File: config.mk
export PLATFORM = sky130hd
export DESIGN_NAME = receive_dma_bus_master
export DESIGN_NICKNAME = d
export VERILOG_FILES = /design/src/pkg/rx_dma_pkg.sv /design/src/rtl/receive_dma_bus_master.sv
export SDC_FILE = /design/constraint.sdc
export NUM_CORES = 1
export LEC_CHECK = 0
export BUFFER_PORTS_ARGS = -buffer_cell sky130_fd_sc_hd__buf_2
export CAP_MARGIN = 20
export CORE_MARGIN = 2
export CORE_UTILIZATION = 40
export CTS_CLUSTER_DIAMETER = 120
export CTS_CLUSTER_SIZE = 25
export DETAILED_ROUTE_END_ITERATION = 10
export RECOVER_POWER = 50
export SLEW_MARGIN = 15
export SYNTH_ARGS = -nofsm -noshare
export SYNTH_HDL_FRONTEND = slang
export SYNTH_SLANG_ARGS = --single-unit
File: constraint.sdc
create_clock -name sys_clk -period 5.7 [get_ports sys_clk]
set_clock_uncertainty 0.05 [all_clocks]
set_input_delay 1.425 -clock sys_clk [delete_from_list [all_inputs] [get_ports sys_clk]]
set_output_delay 1.425 -clock sys_clk [all_outputs]
set_load 0.02 [all_outputs]
File: src/pkg/rx_dma_pkg.sv
package rx_dma_pkg;
  // register byte offsets
  localparam logic [7:0] OFF_CTRL = 8'h00;
  localparam logic [7:0] OFF_FILT = 8'h04;
  localparam logic [7:0] OFF_LIST = 8'h08;
  localparam logic [7:0] OFF_PROG = 8'h0C;
  localparam logic [7:0] OFF_IND = 8'h10;
  localparam logic [7:0] OFF_MASK = 8'h14;
  localparam logic [7:0] OFF_THR = 8'h18;
  localparam logic [7:0] OFF_CFG = 8'h1C;
  // dma_control bits
  localparam int CB_ON = 0;
  localparam int CB_OFF = 1;
  localparam int CB_PAUSE = 2;
  localparam int CB_CONT = 3;
  localparam int CB_BLOCK = 4;
  localparam int CB_RXON = 5;
  localparam int CB_PAUSED = 6;
  localparam int CB_ACTIVE = 7;
  // config_command_word bit that allows invalidate writes
  localparam int CFG_ALLOW = 4;
  localparam int CFG_W = 16;
  // interrupt indications: bit 0 summary, bits 10:1 the ten types
  localparam int NUM_IND = 10;
  localparam int IND_W = NUM_IND + 1;
  localparam int IND_SUM = 0;
  localparam int IND_RXDONE = 1;
  localparam int FILT_W = 4;
  localparam int LEN_W = 16;
  // descriptor layout, byte offsets from the descriptor base
  localparam logic [31:0] DESC_LINK = 32'h0000_0000;
  localparam logic [31:0] DESC_STAT = 32'h0000_0004;
  localparam logic [31:0] DESC_FRAG = 32'h0000_0008;
  localparam logic [31:0] FRAG_STRIDE = 32'h0000_0008;
  localparam logic [31:0] FRAG_LEN_OFS = 32'h0000_0004;
  localparam logic [LEN_W-1:0] WORD_BYTES = 16'h0004;
  localparam int STAT_DONE = 31;
  localparam int FRAG_LAST = 31;
  localparam logic [1:0] RESP_OKAY = 2'h0;
  localparam logic [1:0] RESP_DECERR = 2'h3;
  // pci memory command codes
  typedef enum logic [3:0] {
    CMD_MR = 4'h6,
    CMD_MW = 4'h7,
    CMD_MRM = 4'hC,
    CMD_MWI = 4'hF
  } pci_cmd_e;
  typedef struct packed {
    logic valid;
    logic rx_owner;
    pci_cmd_e cmd;
    logic [31:0] addr;
    logic [LEN_W-1:0] len;
    logic [31:0] wdata;
  } bm_req_s;
  typedef struct packed {
    logic req;
    logic urgent;
    logic [31:0] addr;
    logic [LEN_W-1:0] frag_left;
    logic [LEN_W-1:0] fifo_free;
  } tx_stat_s;
  typedef struct packed {
    logic frame_avail;
    logic [LEN_W-1:0] frame_len;
    logic [LEN_W-1:0] level;
    logic urgent;
  } rx_fifo_s;
endpackage : rx_dma_pkg

File: src/rtl/receive_dma_bus_master.sv
`timescale 1ns/1ps
// Overview of operation
// RULE1: a descriptor list whose last link returns to the first is followed forever.
// RULE2: one receive-done indication is raised per frame fully moved to host.
// RULE3: software gives each descriptor a buffer of at least 1518 bytes.
// RULE4: reception stays off after reset until the on control is written.
// RULE5: while on, only frames matching the programmed filter mode are accepted.
// RULE6: the off control during a frame takes effect after that frame ends.
// RULE7: a non-zero write to the list pointer starts descriptor processing from idle.
// RULE8: software ends a non-ring list with a zero next-descriptor link.
// RULE9: with a frame waiting, fragment address and length are fetched one by one.
// RULE10: pause stops receive DMA, continue restarts it; pointer and progress stay readable.
// RULE11: progress count reports bytes moved for the descriptor at the list pointer.
// RULE12: ten indication types; each reaches the interrupt line only when enabled.
// RULE13: the summary bit sets whenever any enabled indication is asserted.
// RULE14: the summary bit clears only by software writing one to it.
// RULE15: every descriptor fetch uses plain memory read.
// RULE16: transmit data reads pick read or read multiple from fragment, space, receive demand.
// RULE17: every descriptor write-back uses plain memory write.
// RULE18: receive data writes pick write or invalidate from fragment, fifo data, transmit demand.
// RULE19: invalidate writes need the config allow bit set and block bit clear.
// RULE20: one arbiter grants the master port to transmit or receive, one at a time.
// RULE21: normal transmit requests wait until free fifo space reaches the threshold.
// RULE22: both directions may raise urgent requests to avoid underrun or overrun.
// RULE23: an urgent request wins over a normal request of the other direction.
module receive_dma_bus_master
  import rx_dma_pkg::*;
#(
  parameter int BURST_MAX = 64,
  parameter int LINE_BYTES = 32,
  parameter int MAX_FRAGS = 4
) (
  // clock and reset
  input wire logic sys_clk,
  input wire logic rst,
  // register bus
  input wire logic [7:0] awaddr,
  input wire logic awvalid,
  output logic awready,
  input wire logic [31:0] wdata,
  input wire logic [3:0] wstrb,
  input wire logic wvalid,
  output logic wready,
  output logic [1:0] bresp,
  output logic bvalid,
  input wire logic bready,
  input wire logic [7:0] araddr,
  input wire logic arvalid,
  output logic arready,
  output logic [31:0] rdata,
  output logic [1:0] rresp,
  output logic rvalid,
  input wire logic rready,
  // receive side of the mac
  input wire logic frame_start,
  input wire logic frame_active,
  input wire logic [FILT_W-1:0] frame_class,
  input wire rx_dma_pkg::rx_fifo_s rx_fifo,
  output logic frame_accept,
  output logic rx_enabled,
  output logic rx_frame_pop,
  // transmit dma requester
  input wire rx_dma_pkg::tx_stat_s tx_stat,
  output logic tx_done,
  // pci master port
  output rx_dma_pkg::bm_req_s bm_req,
  input wire logic bm_done,
  input wire logic [31:0] bm_rdata,
  // other indication events and interrupt line
  input wire logic [NUM_IND-2:0] ext_events,
  output logic intr
);
  import rx_dma_pkg::*;

  localparam logic [LEN_W-1:0] BURST_L = LEN_W'(BURST_MAX);
  localparam logic [LEN_W-1:0] LINE_L = LEN_W'(LINE_BYTES);
  localparam int IDX_W = $clog2(MAX_FRAGS + 1);

  if (BURST_MAX < LINE_BYTES || LINE_BYTES < 4 || MAX_FRAGS < 1 || BURST_MAX >= 65536) begin : g_chk
    $error("receive_dma_bus_master: unsupported parameters");
  end

  typedef enum logic [2:0] {
    ST_IDLE, ST_WAIT, ST_RD_FRAG, ST_RD_LEN, ST_XFER, ST_WB, ST_RD_LINK
  } rx_state_e;

  rx_state_e state;
  logic [31:0] list_ptr;
  logic [31:0] frag_addr;
  logic [LEN_W-1:0] frag_left;
  logic [LEN_W-1:0] frame_left;
  logic [LEN_W-1:0] count;
  logic frag_last;
  logic [IDX_W-1:0] frag_idx;
  logic paused;
  logic off_pending;
  logic block_inv;
  logic [FILT_W-1:0] filt_mode;
  logic [IND_W-1:0] ind;
  logic [IND_W-1:0] mask;
  logic [LEN_W-1:0] thr;
  logic [CFG_W-1:0] cfg;
  logic [7:0] aw_addr;
  logic [31:0] w_data;
  logic [3:0] w_strb;
  logic aw_got;
  logic w_got;

  function automatic logic [LEN_W-1:0] min_len(input logic [LEN_W-1:0] a,
                                               input logic [LEN_W-1:0] b);
    min_len = (a < b) ? a : b;
  endfunction : min_len

  function automatic logic [31:0] merge(input logic [31:0] old, input logic [31:0] nw,
                                        input logic [3:0] strb);
    merge = old;
    for (int i = 0; i < 4; i++) begin
      if (strb[i]) begin
        merge[i*8 +: 8] = nw[i*8 +: 8];
      end
    end
  endfunction : merge

  function automatic logic hit(input logic [7:0] a);
    hit = a == OFF_CTRL || a == OFF_FILT || a == OFF_LIST || a == OFF_PROG ||
          a == OFF_IND || a == OFF_MASK || a == OFF_THR || a == OFF_CFG;
  endfunction : hit

  // register write strobe and per-register selects
  logic do_wr;
  logic [31:0] wv;
  assign do_wr = aw_got && w_got && !bvalid;
  assign wv = merge(32'h0000_0000, w_data, w_strb);
  logic wr_ctrl;
  logic wr_list;
  logic wr_ind;
  assign wr_ctrl = do_wr && aw_addr == OFF_CTRL && w_strb[0];
  assign wr_list = do_wr && aw_addr == OFF_LIST;
  assign wr_ind = do_wr && aw_addr == OFF_IND;

  // receive request of the descriptor engine
  logic rx_done_ev;
  logic [LEN_W-1:0] chunk;
  logic [31:0] frag_base;
  logic rx_want;
  bm_req_s rx_r;
  assign rx_done_ev = bm_done && bm_req.valid && bm_req.rx_owner;
  assign chunk = min_len(min_len(frag_left, frame_left), BURST_L);
  assign frag_base = list_ptr + DESC_FRAG + FRAG_STRIDE * 32'(frag_idx);

  always_comb begin
    rx_r = '0;
    rx_r.valid = 1'b1;
    rx_r.rx_owner = 1'b1;
    rx_r.cmd = CMD_MR; // RULE15
    rx_r.len = WORD_BYTES;
    unique case (state)
      ST_RD_FRAG: rx_r.addr = frag_base; // RULE9
      ST_RD_LEN: rx_r.addr = frag_base + FRAG_LEN_OFS; // RULE9
      ST_XFER: begin
        rx_r.addr = frag_addr;
        rx_r.len = chunk;
        rx_r.cmd = CMD_MW;
        if (cfg[CFG_ALLOW] && !block_inv && chunk >= LINE_L && // RULE19
            rx_fifo.level >= LINE_L && !tx_stat.req) begin // RULE18
          rx_r.cmd = CMD_MWI;
        end
      end
      ST_WB: begin
        rx_r.addr = list_ptr + DESC_STAT;
        rx_r.cmd = CMD_MW; // RULE17
        rx_r.wdata = 32'(count);
        rx_r.wdata[STAT_DONE] = 1'b1;
      end
      ST_RD_LINK: rx_r.addr = list_ptr + DESC_LINK;
      ST_IDLE, ST_WAIT: rx_r.valid = 1'b0;
    endcase
    rx_want = rx_r.valid && !paused; // RULE10
  end

  // arbiter over the pci master port
  logic tx_ok;
  logic pick_rx;
  assign tx_ok = tx_stat.req && (tx_stat.urgent || tx_stat.fifo_free >= thr); // RULE21 RULE22
  assign pick_rx = rx_want && (rx_fifo.urgent || !tx_stat.urgent || !tx_ok); // RULE23

  always_ff @(posedge sys_clk) begin
    if (rst) begin
      bm_req <= '0;
      tx_done <= 1'b0;
    end else begin
      tx_done <= bm_done && bm_req.valid && !bm_req.rx_owner;
      if (bm_req.valid) begin
        if (bm_done) begin
          bm_req.valid <= 1'b0;
        end
      end else if (pick_rx) begin // RULE20
        bm_req <= rx_r;
      end else if (tx_ok) begin // RULE20
        bm_req <= '0;
        bm_req.valid <= 1'b1;
        bm_req.addr <= tx_stat.addr;
        bm_req.len <= min_len(min_len(tx_stat.frag_left, tx_stat.fifo_free), BURST_L);
        bm_req.cmd <= (tx_stat.frag_left >= LINE_L && tx_stat.fifo_free >= LINE_L &&
                       !rx_want) ? CMD_MRM : CMD_MR; // RULE16
      end
    end
  end

  // descriptor engine and list pointer
  always_ff @(posedge sys_clk) begin
    if (rst) begin
      state <= ST_IDLE;
      list_ptr <= '0;
      frag_addr <= '0;
      frag_left <= '0;
      frame_left <= '0;
      count <= '0;
      frag_last <= 1'b0;
      frag_idx <= '0;
      rx_frame_pop <= 1'b0;
    end else begin
      rx_frame_pop <= 1'b0;
      if (wr_list) begin
        list_ptr <= wv;
        count <= '0;
        frag_idx <= '0;
        if (state == ST_IDLE && wv != 32'h0000_0000) begin
          state <= ST_WAIT; // RULE7
        end
      end
      unique case (state)
        ST_IDLE: ;
        ST_WAIT: if (rx_fifo.frame_avail && !paused) begin
          frame_left <= rx_fifo.frame_len;
          frag_idx <= '0;
          count <= '0;
          state <= ST_RD_FRAG; // RULE9
        end
        ST_RD_FRAG: if (rx_done_ev) begin
          frag_addr <= bm_rdata;
          state <= ST_RD_LEN;
        end
        ST_RD_LEN: if (rx_done_ev) begin
          frag_left <= bm_rdata[LEN_W-1:0];
          frag_last <= bm_rdata[FRAG_LAST];
          state <= (bm_rdata[LEN_W-1:0] == '0) ? ST_WB : ST_XFER;
        end
        ST_XFER: if (rx_done_ev) begin
          frag_addr <= frag_addr + 32'(chunk);
          frag_left <= frag_left - chunk;
          frame_left <= frame_left - chunk;
          count <= count + chunk; // RULE11
          if (frame_left == chunk) begin
            state <= ST_WB;
          end else if (frag_left == chunk) begin
            if (frag_last || 32'(frag_idx) == MAX_FRAGS - 1) begin
              state <= ST_WB;
            end else begin
              frag_idx <= frag_idx + 1'b1;
              state <= ST_RD_FRAG;
            end
          end
        end
        ST_WB: if (rx_done_ev) begin
          rx_frame_pop <= 1'b1;
          state <= ST_RD_LINK;
        end
        ST_RD_LINK: if (rx_done_ev) begin
          list_ptr <= bm_rdata; // RULE1
          count <= '0;
          frag_idx <= '0;
          state <= (bm_rdata == 32'h0000_0000) ? ST_IDLE : ST_WAIT;
        end
      endcase
    end
  end

  // reception on/off, filter and pause control
  always_ff @(posedge sys_clk) begin
    if (rst) begin
      rx_enabled <= 1'b0; // RULE4
      off_pending <= 1'b0;
      paused <= 1'b0;
      block_inv <= 1'b0; // RULE19
      frame_accept <= 1'b0;
    end else begin
      frame_accept <= frame_start && rx_enabled && |(frame_class & filt_mode); // RULE5
      if (off_pending && !frame_active) begin
        rx_enabled <= 1'b0; // RULE6
        off_pending <= 1'b0;
      end
      if (wr_ctrl) begin
        block_inv <= wv[CB_BLOCK];
        if (wv[CB_PAUSE]) begin
          paused <= 1'b1; // RULE10
        end
        if (wv[CB_CONT]) begin
          paused <= 1'b0; // RULE10
        end
        if (wv[CB_ON]) begin
          rx_enabled <= 1'b1; // RULE4
          off_pending <= 1'b0;
        end else if (wv[CB_OFF]) begin
          if (frame_active) begin
            off_pending <= 1'b1; // RULE6
          end else begin
            rx_enabled <= 1'b0;
          end
        end
      end
    end
  end

  // plain configuration registers
  always_ff @(posedge sys_clk) begin
    if (rst) begin
      filt_mode <= '0;
      mask <= '0;
      thr <= '0;
      cfg <= '0;
    end else if (do_wr) begin
      if (aw_addr == OFF_FILT) begin
        filt_mode <= FILT_W'(merge(32'(filt_mode), w_data, w_strb));
      end
      if (aw_addr == OFF_MASK) begin
        mask <= IND_W'(merge(32'(mask), w_data, w_strb)) & ~IND_W'(1); // RULE12
      end
      if (aw_addr == OFF_THR) begin
        thr <= LEN_W'(merge(32'(thr), w_data, w_strb));
      end
      if (aw_addr == OFF_CFG) begin
        cfg <= CFG_W'(merge(32'(cfg), w_data, w_strb));
      end
    end
  end

  // indications: new events win over a write-one clear
  logic [IND_W-1:0] ev;
  logic [IND_W-1:0] clr;
  logic enabled_any;
  assign ev = {ext_events, rx_done_ev && state == ST_WB, 1'b0}; // RULE2
  assign clr = wr_ind ? wv[IND_W-1:0] : '0;
  assign enabled_any = |(ind & mask);

  always_ff @(posedge sys_clk) begin
    if (rst) begin
      ind <= '0;
      intr <= 1'b0;
    end else begin
      ind[IND_W-1:1] <= (ind[IND_W-1:1] & ~clr[IND_W-1:1]) | ev[IND_W-1:1];
      if (enabled_any) begin
        ind[IND_SUM] <= 1'b1; // RULE13
      end else if (clr[IND_SUM]) begin
        ind[IND_SUM] <= 1'b0; // RULE14
      end
      intr <= enabled_any; // RULE12
    end
  end

  // axi4-lite write channels
  always_ff @(posedge sys_clk) begin
    if (rst) begin
      awready <= 1'b1;
      wready <= 1'b1;
      bvalid <= 1'b0;
      bresp <= RESP_OKAY;
      aw_got <= 1'b0;
      w_got <= 1'b0;
      aw_addr <= '0;
      w_data <= '0;
      w_strb <= '0;
    end else begin
      if (awvalid && awready) begin
        aw_addr <= awaddr;
        aw_got <= 1'b1;
        awready <= 1'b0;
      end
      if (wvalid && wready) begin
        w_data <= wdata;
        w_strb <= wstrb;
        w_got <= 1'b1;
        wready <= 1'b0;
      end
      if (do_wr) begin
        bvalid <= 1'b1;
        bresp <= hit(aw_addr) ? RESP_OKAY : RESP_DECERR;
        aw_got <= 1'b0;
        w_got <= 1'b0;
      end
      if (bvalid && bready) begin
        bvalid <= 1'b0;
        awready <= 1'b1;
        wready <= 1'b1;
      end
    end
  end

  // axi4-lite read channels
  logic [31:0] rd_val;
  always_comb begin
    rd_val = '0;
    unique case (araddr)
      OFF_CTRL: begin
        rd_val[CB_BLOCK] = block_inv;
        rd_val[CB_RXON] = rx_enabled;
        rd_val[CB_PAUSED] = paused;
        rd_val[CB_ACTIVE] = state != ST_IDLE;
      end
      OFF_FILT: rd_val = 32'(filt_mode);
      OFF_LIST: rd_val = list_ptr; // RULE10
      OFF_PROG: rd_val = 32'(count); // RULE11
      OFF_IND: rd_val = 32'(ind);
      OFF_MASK: rd_val = 32'(mask);
      OFF_THR: rd_val = 32'(thr);
      OFF_CFG: rd_val = 32'(cfg);
      default: rd_val = '0;
    endcase
  end

  always_ff @(posedge sys_clk) begin
    if (rst) begin
      arready <= 1'b1;
      rvalid <= 1'b0;
      rdata <= '0;
      rresp <= RESP_OKAY;
    end else begin
      if (arvalid && arready) begin
        arready <= 1'b0;
        rvalid <= 1'b1;
        rdata <= rd_val;
        rresp <= hit(araddr) ? RESP_OKAY : RESP_DECERR;
      end
      if (rvalid && rready) begin
        rvalid <= 1'b0;
        arready <= 1'b1;
      end
    end
  end
endmodule : receive_dma_bus_master

==> flow_metrics.tcl, run 1 <==
set metrics [dict create \
    syn_to_final_growth_pct 12.5 \
    syn-instance-count 2825 \
    hold_class "reg -> reg" \
    synth.top_cell.area_share_pct 31.5 \
    drt-initial-drc-count 2119 \
    yosysUniqueCellTypes 83 \
    p_seq_share_pct 55.0 \
    io_pins 339 \
    cp.required_ns 6.12 \
    grt_pass1_vias 20700 \
    synth_commonest_cells "345 x nand2_1, 340 x dfxtp_1, 312 x nor2_1" \
    synth_compound_area_share_pct 23.7 \
    vias 22200 \
    dp_cells 3734 \
    ys.flop_type "dfxtp_1" \
    syn_area_per_cell_sq_um 7.65 \
    h-tree-depth 1 \
    rows 85 \
    synthAdderAreaFrac_pct 7.18 \
    drv_cap 2 \
    viasPerCell 5.91 \
    max-clock-path-buffers 3 \
    floorplan.initialDensity_pct 40.3 \
    rr_startpoint "frame_left[6]" \
    clock-sinks 340 \
    ys_seq_elements 340 \
    power_frac_comb_pct 12.2 \
    hold_buffers 0 \
    p_per_area_nw_per_um2 186 \
    cp_common_cell "o21ai_0" \
    yosysSeqAreaShare_pct 31.5 \
    path_max_fanout 16 \
    dpl_worst_slack_ns 0.228 \
    status "finished with violations" \
    switching_share_pct 28.9 \
    cts_root_buf "clkbuf_16" \
    timing.fmax_mhz 186 \
    overflow 0 \
    first_pass_iters 6 \
    peakVddDrop_uv 245 \
    grt_pass1_wl_microns 122000 \
    synth_top_family_by_area "compound AO/OA/AOI/OAI gates" \
    dieHeight_microns 236 \
    drive_gt1_share_pct 11.6 \
    min_to "bm_req[10]" \
    fin_ws_ns 0.329 \
    worst-setup-path-type "reg -> reg" \
    finalNonFillerCells 3760 \
    place_congestion 0.930 \
    synth_edf_count 0 \
    synth_xor_area_share_pct 3.65 \
    min_path_cells 2 \
    yosysTopAreaCell "dfxtp_1" \
    r2r-end "count[14]" \
    wl_microns 81100 \
    p_switching_w 0.00131 \
    async_reset_ff_share_pct 0 \
    hold_viol 0 \
    slew_violations 270 \
    crit_family "compound AO/OA/AOI/OAI gates" \
    violations "capacitance limit, slew limit" \
    worst_pin_slew_ns 3.71 \
    clk_pin_slew_ns 0.11 \
    slew_headroom_pct -147 \
    die_w_microns 236 \
    ant_nets 0 \
    muxShareOfSynthArea_pct 4.91 \
    grt_max_degree 198 \
    setup.worst_path.end_class "register" \
    wire_per_inst_microns 21.6 \
    period_share_pct 94.2 \
    max_stage_delay_ns 0.45 \
    yosysMostFrequentCell "nand2_1" \
    synth_area_sq_um 21600 \
    start_kind "register" \
    hpwl_microns 61400 \
    clk_latency_ns 0.57 \
    track_usage_pct 27.6 \
    coreArea_sq_um 53600 \
    drcViolationCount 0 \
    hp-start "bm_req[10]" \
    critPathBufInv 4 \
    antenna_found_initial 2 \
    numCtsBuffers 18 \
    r2r_slack_ns 0.33 \
    r2r_cells 22 \
    finalSetupViolations 0 \
    nNetsFinal 3388 \
    p_int_w 0.00322 \
    min_period_ns 5.37 \
    die_area_sq_um 55900 \
    p_leak_nw 9.26 \
    final_util_pct 45.4 \
    yosys_warnings 0 \
    clkPwrFrac_pct 32.9 \
    path_cells "inv_1 -> ha_1 -> a21o_1 -> a221oi_1 -> o21ai_0 -> a31o_2 -> a221oi_2 -> buf_4 -> mux2i_1 -> or2_2 -> inv_1 -> buf_4 -> fa_1 -> a21oi_1 -> o21ai_0 -> nand2_1 -> a211oi_1 -> a41o_1 -> o41ai_1 -> o21ai_0 -> xor2_1 -> a22o_1" \
    portBuffers 318 \
    critPathSlowestCell "o41ai_1" \
    cts_tree "built" \
    synthSimpleGateAreaFrac_pct 23.5 \
    cp_data_arrival_time_ns 5.79 \
    synthTopCellsByArea "dfxtp_1 31%, ha_1 6.7%, nand2_1 6.0%, nor2_1 5.4%, a21oi_1 5.4%" \
]
==> worst max-delay path by stage <==
stage	from	endpoint	slack [ns]	depth (start not counted)
2_1_floorplan	frame_left[9]	count[15]	0.13	22
3_3_place_gp	frame_left[6]	count[15]	0.27	21
3_5_place_dp	frame_left[6]	count[15]	0.23	21
4_1_cts	frame_left[6]	count[15]	0.21	21
5_1_grt	frame_left[9]	count[15]	-0.03	22
6_report	frame_left[6]	count[14]	0.33	22
==> logic make-up after synthesis <==
| family | Yosys count |
|---|---|
| mux | 103 |
| simple gates | 1094 |
| other cells | 2 |
| fa+ha+maj | 121 |
| xor+xnor | 90 |
| buf+inv | 295 |
| compound gates | 780 |
| flops | 340 |
==> power by group through the flow <==
| stage | clock, W | sequential (W) | combinational, W |
|---|---|---|---|
| after detailed placement | 0 | 0.00254 | 0.000547 |
| after global placement | 0 | 0.00254 | 0.000533 |
| final | 0.00149 | 0.00249 | 0.000550 |
| after global routing | 0.00160 | 0.00250 | 0.000599 |
| after floorplan | 0 | 0.00254 | 0.000298 |
| after CTS | 0.00152 | 0.00249 | 0.000548 |
==> flip-flops by register name, summed over array words and instances (netlist names), 3 cells and up <==
name	flops
cfg	16
state	3
filt_mode	4
count	16
w_strb	4
frame_left	16
rdata	32
mask	10
ind	11
w_data	32
frag_left	16
bm_req	71
aw_addr	8
thr	16
frag_addr	32
frag_idx	3
list_ptr	32
==> per-layer routing <==
metal | up-vias | global-route usage (%) | part of all wire, %
li1 | 10700 | - | -
met1 | 10600 | 37.1 | 43
met2 | 868 | 44.4 | 45
met3 | 134 | 4.97 | 8.2
met4 | 0 | 9.55 | 3.5
met5 | - | 0 | 0
==> stage by stage <==
| step | power (W) | TNS (ns) | instance area [sq um] | hold slack [ns] |
|---|---|---|---|---|
| final | 0.00453 | 0 | 24300 | 0.411 |
| after global routing | 0.00469 | -0.0345 | 24300 | 0.435 |
| after CTS | 0.00456 | 0 | 24400 | 0.408 |
| after detailed placement | 0.00309 | 0 | 23900 | 0.394 |
| after global placement | 0.00307 | 0 | 23900 | 0.390 |
| after floorplan | 0.00284 | 0 | 21800 | 0.386 |
==> cell type report <==
class                      instances  area, sq um
tap                              696          871
timing repair buffer             372         1880
clock inverter                     4         57.6
clock buffer                      19          464
sequential                       340         6810
fill                            5567        29300
antenna                            1         2.50
multi-input combinational       2236        13900
inverter                          92          345
==> cells in the final DEF, fill, tap and decap left out, types with 76 or more instances in the layout <==
cell type  Yosys  layout
clkbuf_1     152     112
mux2i_1       78      78
nand2_1      345     345
dfxtp_1      340     338
o21ai_0      120     120
nand3_1      111     110
inv_1         91      91
a21oi_1      233     231
nor2_1       312     312
ha_1         116     116
nor3_1        79      76
buf_2          8     207
==> tightest hold or removal path, cell delays in order, from the launching register on <==
cell and delay [ns]:
dfxtp_1 0.32, nand2_1 0.05, a21oi_1 0.05
==> timing repair <==
item	4_1_cts	5_1_grt
hold endpoints to repair	0	0
setup buffers	0	0
endpoints found under the setup margin	0	7
resized for setup	0	5
(Power assumes the default switching activity.)
==> run 2, diff against run 1 <==
--- a/config.mk
+++ b/config.mk
@@ -7,12 +7,12 @@
 export LEC_CHECK = 0
 export BUFFER_PORTS_ARGS = -buffer_cell sky130_fd_sc_hd__buf_2
 export CAP_MARGIN = 20
-export CORE_MARGIN = 2
 export CORE_UTILIZATION = 40
 export CTS_CLUSTER_DIAMETER = 120
 export CTS_CLUSTER_SIZE = 25
 export DETAILED_ROUTE_END_ITERATION = 10
 export RECOVER_POWER = 50
+export SETUP_SLACK_MARGIN = 0.4
 export SLEW_MARGIN = 15
 export SYNTH_ARGS = -nofsm -noshare
 export SYNTH_HDL_FRONTEND = slang
==> flow_metrics.tcl, run 2 (synthesis gave the netlist of run 1 again) <==
set metrics [dict create \
    critPathBufInv 5 \
    critPathSlowestCell "mux2_4" \
    final_common_cell "nand2_1" \
    p_per_area_nw_per_um2 184 \
    drive_gt1_share_pct 12.7 \
    worst_pin_slew_ns 2.91 \
    clk_pin_slew_ns 0.11 \
    grt_pass1_vias 20800 \
    seq_area_sq_um 6820 \
    regMostFlops "bm_req" \
    dpl-instance-area_sq_um 23900 \
    first_pass_iters 8 \
    syn_to_final_growth_pct 13.4 \
    p_total_w 0.00452 \
    die_area_sq_um 55000 \
    dieHeight_microns 234 \
    p_leak_nw 9.32 \
    max_stage_delay_ns 0.38 \
    rows 84 \
    clock-sinks 340 \
    cp_common_cell "buf_4" \
    drcViolationCount 0 \
    min_period_ns 5.18 \
    portBuffers 318 \
    peakVddDrop_uv 173 \
    violations "capacitance limit, slew limit" \
    path_max_fanout 5 \
    ant_nets 0 \
    n_fill_cell 5473 \
    start_kind "register" \
    status "finished with violations" \
    rsz0062_at_grt "yes" \
    fin_area_sq_um 24500 \
    io_pins 339 \
    setup_tns_ns 0 \
    setup.worst_path.end_class "register" \
    cp_data_arrival_time_ns 5.60 \
    hold_class "reg -> reg" \
    timing.fmax_mhz 193 \
    cts_root_buf "clkbuf_16" \
    drt-initial-drc-count 2207 \
    hold_viol 0 \
    viasPerCell 6.04 \
    cp.required_ns 6.11 \
    wire_per_inst_microns 22.0 \
    max-clock-path-buffers 3 \
    largest_reg_flops 71 \
    slew_headroom_pct -94.0 \
    die_w_microns 234 \
    crit_family "compound AO/OA/AOI/OAI gates" \
    hpwl_microns 61700 \
    coreArea_sq_um 53000 \
    vias 22700 \
    hold_buffers 0 \
    nNetsFinal 3397 \
    floorplan.initialDensity_pct 40.8 \
    grt_pass1_wl_microns 123000 \
    wl_microns 82800 \
    slew_violations 167 \
    finalSetupViolations 0 \
    h-tree-depth 1 \
    multi_input_area_sq_um 14000 \
    grt_max_degree 127 \
    numCtsBuffers 18 \
    clk_latency_ns 0.57 \
    track_usage_pct 28.9 \
    cts_tree "built" \
    place_congestion 0.920 \
    antenna_found_initial 2 \
    period_share_pct 91.0 \
    drv_cap 2 \
    worst-setup-path-type "reg -> reg" \
    overflow 0 \
    mostFrequentLayoutCells "345 x nand2_1, 335 x dfxtp_1, 311 x nor2_1" \
    path_cells "inv_1 -> ha_1 -> a21o_1 -> a221oi_1 -> o21ai_1 -> a31o_2 -> a221oi_4 -> mux2_4 -> buf_4 -> or2_2 -> inv_4 -> ha_2 -> o21a_1 -> o21ai_2 -> a221oi_2 -> buf_4 -> nand3b_1 -> buf_4 -> a31o_2 -> a21o_1 -> o311a_1" \
]
[run 2: cell count changes in the layout (fill, tap and decap cells not counted), moves of 3 or more]
cell and delta:
buf_4 +5, clkbuf_2 +3, dfxtp_1 -3, inv_1 -3
o21ai_0 -5, o21ai_1 +3
[run 2: repair_timing]
item,in CTS,in global routing
gates resized for setup,16,27
endpoints found under the setup margin,20,25
buffers inserted,1,6
pin swaps,2,9
[run 2: worst paths after layout]
check | start | cells after the start | to | slack (ns)
worst max-delay path | frame_left[6] | 21 | frag_addr[20] | 0.52
worst min-delay path | w_data[16] | 2 | w_data[16] | 0.41
worst max register to register | frame_left[6] | 21 | frag_addr[20] | 0.52
worst min register to register | w_data[16] | 2 | w_data[16] | 0.41
[run 2: layer usage]
metal	GRT usage [%]	vias up	wire length, microns	share of wire (%)
li1	-	10700	-	-
met1	39.6	10900	36100	44
met2	45.6	977	37200	45
met3	4.41	162	6330	7.6
met4	10.5	0	3120	3.8
met5	0	-	0	0
[run 2: tightest hold or removal path: stages, from the launching register on]
cell	delay, ns
dfxtp_1	0.32
nand2_1	0.05
a21oi_1	0.05
[run 2: layout make-up]
cell class | count | area share [%]
Antenna cell | 1 | 0.0102
Timing Repair Buffer | 381 | 7.95
Tap cell | 688 | 3.51
Sequential cell | 340 | 27.8
Multi-Input combinational cell | 2236 | 57.2
Clock buffer | 18 | 1.84
Inverter | 92 | 1.42
Clock inverter | 5 | 0.265
[run 2: power by group]
| part | switching, W | internal (W) | total, W |
|---|---|---|---|
| combinational | 0.000354 | 0.000185 | 0.000539 |
| sequential | 0.0000641 | 0.00243 | 0.00249 |
| clock | 0.000897 | 0.000594 | 0.00149 |
[run 2: metrics by stage]
step	instances	hold WS, ns	setup slack (ns)	util [%]
after floorplan	2871	0.386	0.439	-
after global placement	3727	0.389	0.128	45.1
after detailed placement	3728	0.390	0.0494	45.1
after CTS	3752	0.406	0.409	46.2
after global routing	3761	0.424	0.325	46.3
final	3761	0.409	0.516	46.3
==> run 3, diff against run 2 <==
--- a/config.mk
+++ b/config.mk
@@ -11,7 +11,9 @@
 export CTS_CLUSTER_DIAMETER = 120
 export CTS_CLUSTER_SIZE = 25
 export DETAILED_ROUTE_END_ITERATION = 10
+export PLACE_DENSITY = 0.65
 export RECOVER_POWER = 50
+export REMOVE_ABC_BUFFERS = 1
 export SETUP_SLACK_MARGIN = 0.4
 export SLEW_MARGIN = 15
 export SYNTH_ARGS = -nofsm -noshare
==> flow_metrics.tcl, run 3 (synthesis gave the netlist of run 1 again) <==
set metrics [dict create \
    peakVddDrop_uv 158 \
    path_cells "ha_1 -> a21o_1 -> a21o_1 -> a211oi_2 -> o21bai_1 -> a21o_1 -> a221oi_4 -> mux2_4 -> buf_4 -> or2_2 -> inv_2 -> ha_1 -> o21a_1 -> o21ai_1 -> a221oi_2 -> buf_4 -> buf_4 -> o21bai_1 -> a21oi_1 -> or3_1 -> nand3_1 -> a311oi_1" \
    grt_pass1_wl_microns 124000 \
    dpl_worst_slack_ns 0.143 \
    place_congestion 1.00 \
    slew_violations 250 \
    setup.worst_path.end_class "register" \
    nNetsFinal 3391 \
    min_period_ns 5.11 \
    dieHeight_microns 234 \
    drt-initial-drc-count 2114 \
    worst_pin_slew_ns 3.17 \
    violations "capacitance limit, slew limit" \
    worst-setup-path-type "reg -> reg" \
    final_common_cell "nand2_1" \
    status "finished with violations" \
    cts_tree "built" \
    syn_to_final_growth_pct 13.4 \
    wl_microns 82900 \
    topRoutingLayerUsed "met5" \
    io_pins 339 \
    final_util_pct 46.3 \
    p_leak_nw 9.28 \
    first_pass_iters 6 \
    wire_per_inst_microns 22.1 \
    hold_viol 0 \
    rsz0062_at_grt "no" \
    cp_data_arrival_time_ns 5.40 \
    p_total_w 0.00454 \
    viasPerCell 6.11 \
    rows 84 \
    ant_nets 0 \
    clock-sinks 340 \
    fin_ws_ns 0.585 \
    p_per_area_nw_per_um2 185 \
    hold_buffers 0 \
    antenna_found_initial 6 \
    timing.fmax_mhz 196 \
    path_max_fanout 5 \
    drcViolationCount 0 \
    grt_pass1_vias 21300 \
    drive_gt1_share_pct 12.7 \
    met1Wirelength_microns 35500 \
    h-tree-depth 1 \
    cp.required_ns 5.99 \
    cts_root_buf "clkbuf_16" \
    portBuffers 318 \
    die_w_microns 234 \
    hold_class "reg -> reg" \
    vias 22900 \
    max_stage_delay_ns 0.38 \
    mostFrequentLayoutCells "344 x nand2_1, 334 x dfxtp_1, 311 x nor2_1" \
    regMostFlops "bm_req" \
    clk_pin_slew_ns 0.12 \
    floorplan.initialDensity_pct 40.8 \
    largest_reg_flops 71 \
    start_kind "register" \
    coreArea_sq_um 53000 \
    track_usage_pct 29.1 \
    drv_cap 3 \
    numCtsBuffers 18 \
    critPathSlowestCell "mux2_4" \
    grt_max_degree 140 \
    slew_headroom_pct -111 \
    max-clock-path-buffers 3 \
    finalSetupViolations 0 \
    die_area_sq_um 55000 \
    wl_met2_microns 37300 \
    period_share_pct 89.7 \
    overflow 0 \
    hpwl_microns 62200 \
    clk_latency_ns 0.59 \
    wl_met3_microns 6450 \
    setup_tns_ns 0 \
]
[run 3: cell types whose count changed in the layout (fill, tap and decap cells not counted), sizes merged]
| cell | previous run | this run |
|---|---|---|
| clkinv | 4 | 3 |
| clkbuf | 132 | 133 |
| buf | 267 | 261 |
[run 3: what timing repair did]
item	in CTS	in global routing
setup buffers	1	9
pin swaps	2	8
resized for setup	12	33
setup endpoints to repair	12	30
[run 3: stage by stage]
step	std cells	cell area (sq um)	hold WS (ns)
final	3755	24500	0.408
after detailed placement	3719	23800	0.393
after global routing	3755	24500	0.432
after floorplan	2668	20900	0.380
after global placement	3719	23800	0.389
after CTS	3743	24400	0.408
[run 3: final cells by class]
type | count | area [sq um]
inverter | 92 | 352
multi-input combinational | 2236 | 14000
clock inverter | 4 | 57.6
antenna | 1 | 2.50
clock buffer | 19 | 464
sequential | 340 | 6810
timing repair buffer | 375 | 1910
tap | 688 | 861
fill | 5422 | 28500
[run 3: critical path: cells and delay by family (launching register included)]
family,cells,cell delay (ns)
AO/OA/AOI/OAI,12,2.16
AND/OR/NAND/NOR,3,0.75
adder cells (fa/ha/maj),2,0.59
buffers and inverters,4,0.57
multiplexers,1,0.38
flip-flops,1,0.36
[run 3: per-layer routing]
layer | vias up | global-route usage (%)
met5 | - | 0
met1 | 11000 | 38.5
met4 | 8 | 11.5
met3 | 187 | 4.36
met2 | 1027 | 47.2
li1 | 10700 | -
[run 3: path summary, 6_finish.rpt]
| path | start | endpoint | slack [ns] | depth (start not counted) |
|---|---|---|---|---|
| setup / recovery | frag_left[9] | frag_addr[12] | 0.59 | 22 |
| hold / removal | bm_req[2] | bm_req[2] | 0.41 | 2 |
| setup reg to reg | frag_left[9] | frag_addr[12] | 0.59 | 22 |
| hold reg to reg | bm_req[2] | bm_req[2] | 0.41 | 2 |
[run 3: where the power goes]
group	switching [W]	internal, W
logic	0.000365	0.000184
clock network	0.000894	0.000607
registers	0.0000655	0.00243
total	0.00132	0.00322
